<file path="src/gic_pkg.sv">
package gic_pkg;
  // ----------------------------------------------------------------
  // Clock and timing.
  // ----------------------------------------------------------------
  localparam int CLK_HZ = 25000000;
  localparam int SAMPLE_GAP_US = 10000;
  localparam int SAMPLE_GAP_CYC = SAMPLE_GAP_US * (CLK_HZ / 1000000);
  localparam int INIT_LIMIT_US = 1500;
  localparam int INIT_LIMIT_CYC = INIT_LIMIT_US * (CLK_HZ / 1000000);
  localparam int VOLT_PERIOD_MS = 1000;
  localparam int VOLT_PERIOD_CYC = VOLT_PERIOD_MS * (CLK_HZ / 1000);
  localparam int TEMP_PERIOD_MS = 1000;
  localparam int TEMP_PERIOD_CYC = TEMP_PERIOD_MS * (CLK_HZ / 1000);
  localparam int THERM_SETTLE_US = 8;
  localparam int THERM_SETTLE_CYC = THERM_SETTLE_US * (CLK_HZ / 1000000);
  localparam int NUM_SAMPLES = 4;
  localparam int CNT_W = 26;
  // ----------------------------------------------------------------
  // Command codes.
  // ----------------------------------------------------------------
  localparam logic [7:0] CMD_SAMPLE_SELECT = 8'h04;
  localparam logic [7:0] CMD_TIME_TO_FULL = 8'h05;
  localparam logic [7:0] CMD_THERM_BETA = 8'h06;
  localparam logic [7:0] CMD_IMMEDIATE = 8'h07;
  localparam logic [7:0] CMD_CELL_TEMP = 8'h08;
  localparam logic [7:0] CMD_CELL_VOLT = 8'h09;
  localparam logic [7:0] CMD_DIRECTION = 8'h0a;
  localparam logic [7:0] CMD_PACK_FIT = 8'h0b;
  // ----------------------------------------------------------------
  // Data values and field layout.
  // ----------------------------------------------------------------
  localparam logic [15:0] KEY_FIRST = 16'haa55;
  localparam logic [15:0] KEY_LAST = 16'haa58;
  localparam logic [15:0] TEMP_MIN = 16'h0980;
  localparam logic [15:0] TEMP_MAX = 16'h0dcc;
  localparam logic [15:0] DIR_AUTO = 16'h0000;
  localparam logic [15:0] DIR_CHARGE = 16'h0001;
  localparam logic [15:0] DIR_DISCHARGE = 16'hffff;
  localparam int FIT_CHG_LSB = 8;
  localparam int FIT_DIS_LSB = 0;
  // ----------------------------------------------------------------
  // Reset values.
  // ----------------------------------------------------------------
  localparam logic [15:0] RST_BETA = 16'h0d34;
  localparam logic [15:0] RST_TEMP = 16'h0ba6;
  localparam logic [15:0] RST_PACK_FIT = 16'h0000;
  localparam logic [15:0] RST_WORD = 16'h0000;
  // Converter sequencer states, one bit changing per step except the return to idle.
  typedef enum logic [1:0] {
    V_IDLE = 2'b00,
    V_REQ = 2'b01,
    V_BUSY = 2'b11
  } gic_vstate_type;
  typedef enum logic [1:0] {
    T_IDLE = 2'b00,
    T_SETTLE = 2'b01,
    T_CONV = 2'b11
  } gic_tstate_type;
endpackage

</file>
<file path="src/gic_init_config.sv">
`timescale 1ns/1ps
// How it works
// - Start-up takes four samples ten milliseconds apart.
// - Start-up seeds charge level from first sample.
// - Four samples kept until next reset.
// - Code 0x04 data AA55..AA58 picks sample.
// - Code 0x07 AA55 measures now and seeds when converter idle; dropped during a conversion.
// - Immediate seeding finishes within 1.5 ms.
// - Cell temperature held within 0x0980..0x0DCC.
// - Auto temperature mode loads measured thermistor value.
// - Thermistor powered only during its measurement.
// - Code 0x09 reports supply voltage in millivolts.
// - Auto direction reports level freely both ways.
// - Charge never falls; discharge never rises, except on a seed pulse.
// - Pack-fit: high byte charge, low discharge.
// - Code 0x05 reports minutes to full.
// - Code 0x06 beta constant feeds thermistor conversion.
module gic_init_config #(
  parameter int SAMPLE_GAP = gic_pkg::SAMPLE_GAP_CYC,
  parameter int INIT_LIMIT = gic_pkg::INIT_LIMIT_CYC,
  parameter int VOLT_PERIOD = gic_pkg::VOLT_PERIOD_CYC,
  parameter int TEMP_PERIOD = gic_pkg::TEMP_PERIOD_CYC
) (
  // Clock, reset and clock enable.
  input wire logic ref_clk,
  input wire logic rst,
  input wire logic ce,
  // Word register port, addressed by command code.
  input wire logic regWrEn,
  input wire logic regRdEn,
  input wire logic [7:0] regCmd,
  input wire logic [15:0] regWrData,
  output logic [15:0] regRdData,
  output logic regRdValid,
  // Cell voltage converter.
  output logic adcStart,
  input wire logic adcDone,
  input wire logic [15:0] adcMv,
  // Cell thermistor pin power and its converter.
  output logic thermPowerOn,
  output logic thermConvStart,
  input wire logic thermDone,
  input wire logic [15:0] thermTemp,
  output logic [15:0] thermBeta,
  // Links to the rest of the gauge.
  input wire logic tempAutoEn,
  input wire logic [15:0] calcLevel,
  input wire logic [15:0] calcTimeToFull,
  output logic seedStrobe,
  output logic [15:0] seedMv,
  output logic [15:0] reportedLevel,
  output logic [15:0] cellTemp,
  output logic [7:0] packFitCharge,
  output logic [7:0] packFitDischarge,
  output logic startupDone
);
  import gic_pkg::*;

  // ----------------------------------------------------------------
  // Elaboration checks.
  // ----------------------------------------------------------------
  if (SAMPLE_GAP < 2 || SAMPLE_GAP >= (1 << CNT_W) ||
      INIT_LIMIT < 2 || INIT_LIMIT >= (1 << CNT_W) ||
      VOLT_PERIOD < 1 || VOLT_PERIOD >= (1 << CNT_W) ||
      TEMP_PERIOD <= THERM_SETTLE_CYC ||
      TEMP_PERIOD >= (1 << CNT_W)) begin : g_bad_count
    $error("Timing parameter outside counter range.");
  end

  // Clamps a temperature word into the legal range.
  function automatic logic [15:0] clampTemp(input logic [15:0] t);
    if (t < TEMP_MIN) begin
      return TEMP_MIN;
    end else if (t > TEMP_MAX) begin
      return TEMP_MAX;
    end
    return t;
  endfunction

  // ----------------------------------------------------------------
  // Register port decode.
  // ----------------------------------------------------------------
  logic wrSelect; // Valid sample-select write.
  logic wrImmediate; // Valid immediate-init write.
  logic [1:0] selIdx; // Sample chosen by the select key.
  assign wrSelect = regWrEn && regCmd == CMD_SAMPLE_SELECT &&
                    regWrData >= KEY_FIRST && regWrData <= KEY_LAST;
  assign selIdx = 2'(regWrData - KEY_FIRST);
  assign wrImmediate = regWrEn && regCmd == CMD_IMMEDIATE &&
                       regWrData == KEY_FIRST;

  // Stored registers.
  logic [15:0] sample_r [NUM_SAMPLES]; // Start-up voltage samples.
  logic [15:0] cellMv_r; // Latest measured supply voltage.
  logic [15:0] beta_r; // Thermistor beta constant.
  logic [15:0] temp_r; // Cell temperature.
  logic [15:0] dir_r; // Reporting direction mode.
  logic [15:0] fit_r; // Pack-fit parameter.
  logic [15:0] ttf_r; // Minutes to full.

  // ----------------------------------------------------------------
  // Voltage sequencer.
  // ----------------------------------------------------------------
  gic_vstate_type vState_r; // Converter handshake state.
  logic [CNT_W-1:0] vCnt_r; // Gap or period counter.
  logic [2:0] sampleCnt_r; // Start-up samples taken.
  logic immPending_r; // Immediate seeding in progress.
  logic [CNT_W-1:0] immCnt_r; // Cycles since immediate command.
  logic immTimeout; // Deadline reached before conversion.
  logic busy;
  assign busy = vState_r != V_IDLE;
  assign immTimeout = immPending_r &&
                      immCnt_r == CNT_W'(INIT_LIMIT - 2);

  // Steps the converter: gap timing, requests and results.
  always_ff @(posedge ref_clk or posedge rst) begin
    if (rst) begin
      vState_r <= V_IDLE;
      vCnt_r <= '0;
      sampleCnt_r <= '0;
      adcStart <= 1'b0;
    end else if (ce) begin
      adcStart <= 1'b0;
      unique case (vState_r)
        V_IDLE: begin
          // First sample goes at once; later ones wait out the gap.
          if (wrImmediate) begin
            vState_r <= V_REQ;
          end else if (sampleCnt_r < 3'(NUM_SAMPLES)) begin
            if (sampleCnt_r == 3'd0 ||
                vCnt_r >= CNT_W'(SAMPLE_GAP - 2)) begin
              // The request state adds one cycle, so stop one short.
              vState_r <= V_REQ;
            end else begin
              vCnt_r <= vCnt_r + 1'b1;
            end
          end else if (vCnt_r >= CNT_W'(VOLT_PERIOD - 1)) begin
            vState_r <= V_REQ;
          end else begin
            vCnt_r <= vCnt_r + 1'b1;
          end
        end
        V_REQ: begin
          adcStart <= 1'b1;
          vCnt_r <= '0;
          vState_r <= V_BUSY;
        end
        V_BUSY: begin
          // The gap counts from one request to the next.
          vCnt_r <= vCnt_r + 1'b1;
          if (adcDone) begin
            vState_r <= V_IDLE;
            if (sampleCnt_r < 3'(NUM_SAMPLES)) begin
              sampleCnt_r <= sampleCnt_r + 1'b1;
            end
          end
        end
      endcase
    end
  end

  // Captures start-up samples; they never change until reset.
  always_ff @(posedge ref_clk or posedge rst) begin
    if (rst) begin
      for (int i = 0; i < NUM_SAMPLES; i++) begin
        sample_r[i] <= RST_WORD;
      end
    end else if (ce) begin
      if (vState_r == V_BUSY && adcDone &&
          sampleCnt_r < 3'(NUM_SAMPLES) && !immPending_r) begin
        sample_r[sampleCnt_r[1:0]] <= adcMv;
      end
    end
  end

  // Keeps the latest supply voltage in millivolts.
  always_ff @(posedge ref_clk or posedge rst) begin
    if (rst) begin
      cellMv_r <= RST_WORD;
    end else if (ce && vState_r == V_BUSY && adcDone) begin
      cellMv_r <= adcMv;
    end
  end

  // Tracks the immediate-init deadline.
  always_ff @(posedge ref_clk or posedge rst) begin
    if (rst) begin
      immPending_r <= 1'b0;
      immCnt_r <= '0;
    end else if (ce) begin
      if (wrImmediate && !busy && !immPending_r) begin
        immPending_r <= 1'b1;
        immCnt_r <= '0;
      end else if (immPending_r) begin
        immCnt_r <= immCnt_r + 1'b1;
        if ((vState_r == V_BUSY && adcDone) || immTimeout) begin
          immPending_r <= 1'b0;
        end
      end
    end
  end

  // ----------------------------------------------------------------
  // Seeding of the charge level.
  // ----------------------------------------------------------------
  // Issues one seed pulse with the voltage to start from.
  always_ff @(posedge ref_clk or posedge rst) begin
    if (rst) begin
      seedStrobe <= 1'b0;
      seedMv <= RST_WORD;
      startupDone <= 1'b0;
    end else if (ce) begin
      seedStrobe <= 1'b0;
      if (!startupDone && sampleCnt_r == 3'(NUM_SAMPLES)) begin
        // End of start-up: seed from the first sample.
        startupDone <= 1'b1;
        seedStrobe <= 1'b1;
        seedMv <= sample_r[0];
      end else if (immPending_r && vState_r == V_BUSY && adcDone) begin
        seedStrobe <= 1'b1;
        seedMv <= adcMv;
      end else if (immTimeout) begin
        // Converter too slow: fall back to the last voltage known.
        seedStrobe <= 1'b1;
        seedMv <= cellMv_r;
      end else if (wrSelect && startupDone) begin
        seedStrobe <= 1'b1;
        seedMv <= sample_r[selIdx];
      end
    end
  end

  // Reports the level under the chosen direction mode.
  always_ff @(posedge ref_clk or posedge rst) begin
    if (rst) begin
      reportedLevel <= RST_WORD;
    end else if (ce) begin
      if (seedStrobe || dir_r == DIR_AUTO) begin
        reportedLevel <= calcLevel;
      end else if (dir_r == DIR_CHARGE) begin
        if (calcLevel > reportedLevel) begin
          reportedLevel <= calcLevel;
        end
      end else if (dir_r == DIR_DISCHARGE) begin
        if (calcLevel < reportedLevel) begin
          reportedLevel <= calcLevel;
        end
      end else begin
        reportedLevel <= calcLevel;
      end
    end
  end

  // ----------------------------------------------------------------
  // Thermistor measurement.
  // ----------------------------------------------------------------
  gic_tstate_type tState_r; // Thermistor sequencer state.
  logic [CNT_W-1:0] tCnt_r; // Period and settle counter.

  // Powers the pin, waits to settle, converts, then powers down.
  always_ff @(posedge ref_clk or posedge rst) begin
    if (rst) begin
      tState_r <= T_IDLE;
      tCnt_r <= '0;
      thermPowerOn <= 1'b0;
      thermConvStart <= 1'b0;
    end else if (ce) begin
      thermConvStart <= 1'b0;
      unique case (tState_r)
        T_IDLE: begin
          thermPowerOn <= 1'b0;
          if (!tempAutoEn) begin
            tCnt_r <= '0;
          end else if (tCnt_r >= CNT_W'(TEMP_PERIOD - 1)) begin
            tCnt_r <= '0;
            thermPowerOn <= 1'b1;
            tState_r <= T_SETTLE;
          end else begin
            tCnt_r <= tCnt_r + 1'b1;
          end
        end
        T_SETTLE: begin
          tCnt_r <= tCnt_r + 1'b1;
          if (tCnt_r >= CNT_W'(THERM_SETTLE_CYC - 1)) begin
            tCnt_r <= '0;
            thermConvStart <= 1'b1;
            tState_r <= T_CONV;
          end
        end
        T_CONV: begin
          if (thermDone) begin
            thermPowerOn <= 1'b0;
            tState_r <= T_IDLE;
          end
        end
      endcase
    end
  end

  // ----------------------------------------------------------------
  // Host-visible registers.
  // ----------------------------------------------------------------
  // Cell temperature: measured in auto mode, host-written otherwise.
  always_ff @(posedge ref_clk or posedge rst) begin
    if (rst) begin
      temp_r <= RST_TEMP;
    end else if (ce) begin
      if (tempAutoEn && tState_r == T_CONV && thermDone) begin
        temp_r <= clampTemp(thermTemp);
      end else if (!tempAutoEn && regWrEn && regCmd == CMD_CELL_TEMP) begin
        temp_r <= clampTemp(regWrData);
      end
    end
  end

  // Plain read-write configuration words.
  always_ff @(posedge ref_clk or posedge rst) begin
    if (rst) begin
      beta_r <= RST_BETA;
      dir_r <= DIR_AUTO;
      fit_r <= RST_PACK_FIT;
    end else if (ce && regWrEn) begin
      if (regCmd == CMD_THERM_BETA) begin
        beta_r <= regWrData;
      end
      if (regCmd == CMD_DIRECTION) begin
        dir_r <= regWrData;
      end
      if (regCmd == CMD_PACK_FIT) begin
        fit_r <= regWrData;
      end
    end
  end

  // Minutes to full from the gauge calculation.
  always_ff @(posedge ref_clk or posedge rst) begin
    if (rst) begin
      ttf_r <= RST_WORD;
    end else if (ce) begin
      ttf_r <= calcTimeToFull;
    end
  end

  // Drives the configuration outputs from their registers.
  always_ff @(posedge ref_clk or posedge rst) begin
    if (rst) begin
      thermBeta <= RST_BETA;
      cellTemp <= RST_TEMP;
      packFitCharge <= RST_PACK_FIT[FIT_CHG_LSB +: 8];
      packFitDischarge <= RST_PACK_FIT[FIT_DIS_LSB +: 8];
    end else if (ce) begin
      thermBeta <= beta_r;
      cellTemp <= temp_r;
      packFitCharge <= fit_r[FIT_CHG_LSB +: 8];
      packFitDischarge <= fit_r[FIT_DIS_LSB +: 8];
    end
  end

  // Read answer, one cycle after the request; others read zero.
  always_ff @(posedge ref_clk or posedge rst) begin
    if (rst) begin
      regRdData <= RST_WORD;
      regRdValid <= 1'b0;
    end else if (ce) begin
      regRdValid <= regRdEn;
      if (regRdEn) begin
        unique case (regCmd)
          CMD_TIME_TO_FULL: regRdData <= ttf_r;
          CMD_THERM_BETA: regRdData <= beta_r;
          CMD_CELL_TEMP: regRdData <= temp_r;
          CMD_CELL_VOLT: regRdData <= cellMv_r;
          CMD_DIRECTION: regRdData <= dir_r;
          CMD_PACK_FIT: regRdData <= fit_r;
          default: regRdData <= RST_WORD;
        endcase
      end
    end
  end
endmodule

</file>
<file path="config.mk">
export PLATFORM = sky130hd
export DESIGN_NAME = gic_init_config
export DESIGN_NICKNAME = d
export VERILOG_FILES = /design/src/gic_pkg.sv /design/src/gic_init_config.sv
export SDC_FILE = /design/constraint.sdc
export NUM_CORES = 1
export LEC_CHECK = 0
export BUFFER_PORTS_ARGS = -buffer_cell sky130_fd_sc_hd__clkbuf_2
export CAP_MARGIN = 30
export CELL_PAD_IN_SITES_DETAIL_PLACEMENT = 0
export CELL_PAD_IN_SITES_GLOBAL_PLACEMENT = 1
export CORE_MARGIN = 1
export CORE_UTILIZATION = 41
export CTS_BUF_LIST = sky130_fd_sc_hd__clkbuf_16
export DETAILED_ROUTE_END_ITERATION = 12
export PLACE_DENSITY_LB_ADDON = 0.05
export SLEW_MARGIN = 10
export SYNTH_ARGS = -nofsm -noshare
export SYNTH_HDL_FRONTEND = slang
export SYNTH_SLANG_ARGS = --single-unit
</file>
<file path="constraint.sdc">
create_clock -name ref_clk -period 10.81 [get_ports ref_clk]
set_input_delay 0.5405 -clock ref_clk [delete_from_list [all_inputs] [get_ports ref_clk]]
set_output_delay 0.5405 -clock ref_clk [all_outputs]
set_load 0.02 [all_outputs]
</file>
==> flow_summary_export.csv <==
group,metric,value,unit
finish,fin_util,49.1,%
floorplan,die_x,204,um
status,run_status,"finished clean",
sta,setup_tns,0,ps
worst_setup_path,crit_slowest_cell,"and2_1",
clock_network,h-tree-depth,2,
power,p_per_area,189,nW/um2
sta,slew_violations,0,
worst_setup_path,cp_slowest_stage_delay,850,ps
power,combPwrFrac,18.4,%
power,switchingPower,1090,uW
power,p_int,2630,uW
finish,area.sequential,8740,um2
clock_network,postCtsSetupBuffers,0,
clock_network,root_buffer,"clkbuf_16",
routing,ant_nets,0,
routing,viasPerCell,5.56,
worst_setup_path,arrival,3900,ps
clock_network,clk_path_buf_depth,3,
worst_setup_path,cp_max_fo,33,
routing,vias,12158,
synth,syn_nets,1560,
routing,wl_per_cell,21.1,um
clock_network,cts.sinks,348,
sta,finalHoldViolCount,0,
synth,ys_async_sr_fraction,100,%
clock_network,clk_pin_slew,60,ps
routing,first_pass_iters,7,
sta,slew_headroom,29.8,%
job,maxCapViolations,0,
routing,drtIter0Drc,625,
power,vdd_drop_max,128,uV
finish,nNetsFinal,1751,
finish,areaGrowthSynthToFinish,17.4,%
finish,drive_above_1_share,33.8,%
sta,max_clock_freq,290,MHz
finish,fin_area,19700,um2
sta,worstMarginPinSlew,1040,ps
grt,grt_max_degree,131,
floorplan,start_util,41.9,%
finish,layout_common_cells,"322 x dfrtp_1, 221 x mux2_2, 196 x clkbuf_2, 109 x nor2_1, 84 x nand2_1",
worst_setup_path,startpoint_type,"primary input",
routing,totalWireLength,46.2,mm
clock_network,cts_tree,"done",
placed_design,place_hpwl,32.0,mm
synth,ys_seq_elements,348,
finish,fillerInstances,3756,
synth,synth_edf_count,0,
floorplan,rows,73,
power,power_frac_clock,34.8,%
worst_setup_path,crit_type,"primary input to register",
synth,synth_seq_area_share,52.2,%
sta,finalSetupViolCount,0,
power,total_power,3720,uW
sta,fin_crit_sh,31.9,%
grt,grt_use_total,22.7,%
worst_setup_path,endpoint_kind,"register",
floorplan,core_area,40000,um2
synth,yosys_warnings,0,
synth,syn-cell-area,16700,um2
finish,layout_commonest_cell,"dfrtp_1",
clock_network,ctsResizeCount,0,
routing,drc,0,
worst_hold_path,hold_class,"primary input to register",
finish,multi_input_area,7560,um2
worst_setup_path,path_cells,"buf_4, inv_1, nor2_1, nand3_1, buf_8, nor3_1, and2_1, mux2_2",
floorplan,die_h,204,um
worst_setup_path,cp_num_buf_inv,3,
grt,grt_pass1_wl,72.6,mm
sta,fin_crit,3450,ps
placed_design,dpl-instance-area,18300,um2
sta,finalClockSkew,15.3,ps
worst_setup_path,path_delay_family,"simple AND/OR/NAND/NOR gates",
grt,grt_pass1_vias,12244,
power,swShare,29.3,%
grt,grt.overflow.total,0,
synth,yosys_most_used_dff,"dfrtp_1",
synth,syn_avg_cell_area,11.7,um2
synth,synth.distinct_cells,67,
placed_design,place_congestion,0.791,
power,p_leak,0.00902,uW
worst_setup_path,required,11260,ps
floorplan,die_area,41700,um2
worst_setup_path,r2r_slack,7710,ps
floorplan,io_pins,198,
power,pwr-share-seq,46.7,%
clock_network,cts_made_buffers,40,
grt,antenna_found_initial,1,
synth,syn_inst,1436,
sta,rsz0062_at_grt,"no",
placed_design,port_buffers,197,
clock_network,clkLatencyLatePin,570,ps
[power groups by stage]
stage          Combinational, uW  Clock [uW]  Sequential [uW]
2_1_floorplan                439           0             1750
4_1_cts                      690        1340             1740
5_1_grt                      755        1390             1770
3_5_place_dp                 689           0             1760
3_3_place_gp                 676           0             1760
6_report                     685        1300             1740
[cells in the mapped netlist, types with 22 or more instances]
cell type,instances,area share [%]
a22oi_1,45,2.0
nor2_1,109,2.4
nand4_1,26,0.97
mux2_2,221,15
o21ai_0,28,0.84
nand2_1,84,1.9
nor3_1,22,0.66
ha_1,28,2.1
dfstp_2,26,4.1
buf_2,23,0.69
a21oi_1,64,1.9
xor2_1,23,1.2
dfrtp_1,322,48
inv_1,39,0.87
clkbuf_1,45,1.0
o31ai_1,22,0.99
nand3_1,40,1.2
[per-layer routing]
metal | wire [um] | track usage (%) | vias to the layer above
met3 | 1900 | 4.03 | 58
met5 | 0 | 0 | -
li1 | - | - | 5666
met2 | 21500 | 35.5 | 248
met1 | 21800 | 32.2 | 6186
met4 | 986 | 6.37 | 0
[flip-flops by register name, indices dropped and copies added, names as in the netlist, 2 cells and up]
name,flops
seedMv,16
dir_r,16
sampleCnt_r,3
ttf_r,16
packFitCharge,8
immCnt_r,26
reportedLevel,16
sample_r,64
cellTemp,16
cellMv_r,16
vState_r,2
thermBeta,16
vCnt_r,26
packFitDischarge,8
beta_r,16
temp_r,16
regRdData,16
fit_r,16
tCnt_r,26
tState_r,2
[final cells by class]
| cell class | instances | share of cell area, % |
|---|---|---|
| Antenna cell | 2 | 0.0255 |
| Clock inverter | 34 | 1.24 |
| Sequential cell | 348 | 44.5 |
| Tap cell | 525 | 3.34 |
| Clock buffer | 40 | 5.09 |
| Multi-Input combinational cell | 973 | 38.5 |
| Inverter | 40 | 0.802 |
| Timing Repair Buffer | 224 | 6.55 |
[repair_timing]
action                                 CTS  global route
endpoints found under the hold margin    0            13
hold buffers                             0             1
setup endpoints to repair                0             0
[path summary, 6_finish.rpt]
kind                                   start        endpoint  depth (start not counted)
max in group asynchronous                rst   thermBeta[10]                          7
max                                       ce    sample_r[43]                          8
min reg2reg                   thermConvStart  thermConvStart                          1
min                        calcTimeToFull[3]        ttf_r[3]                          2
max reg2reg                   sampleCnt_r[0]       seedMv[3]                          7
min in group asynchronous                rst       seedMv[3]                          3
[cell families after synthesis]
logic type	synth area share (%)
and+or+nand+nor	12.0
buffers and inverters	2.82
DFF	52.2
adders and majority gates	2.09
xor gates and xnor gates	2.30
AOI/OAI and AO/OA	10.0
muxes	18.6
[through the flow]
step                setup slack (ps)  hold slack [ps]  cells
floorplan                        662              456   1436
global placement                6480              469   2097
detailed placement              6760              480   2103
CTS                             7320              174   2177
global route                    7130              183   2185
finish                          7360              205   2186
No activity file was read; power rests on OpenSTA's default activity.
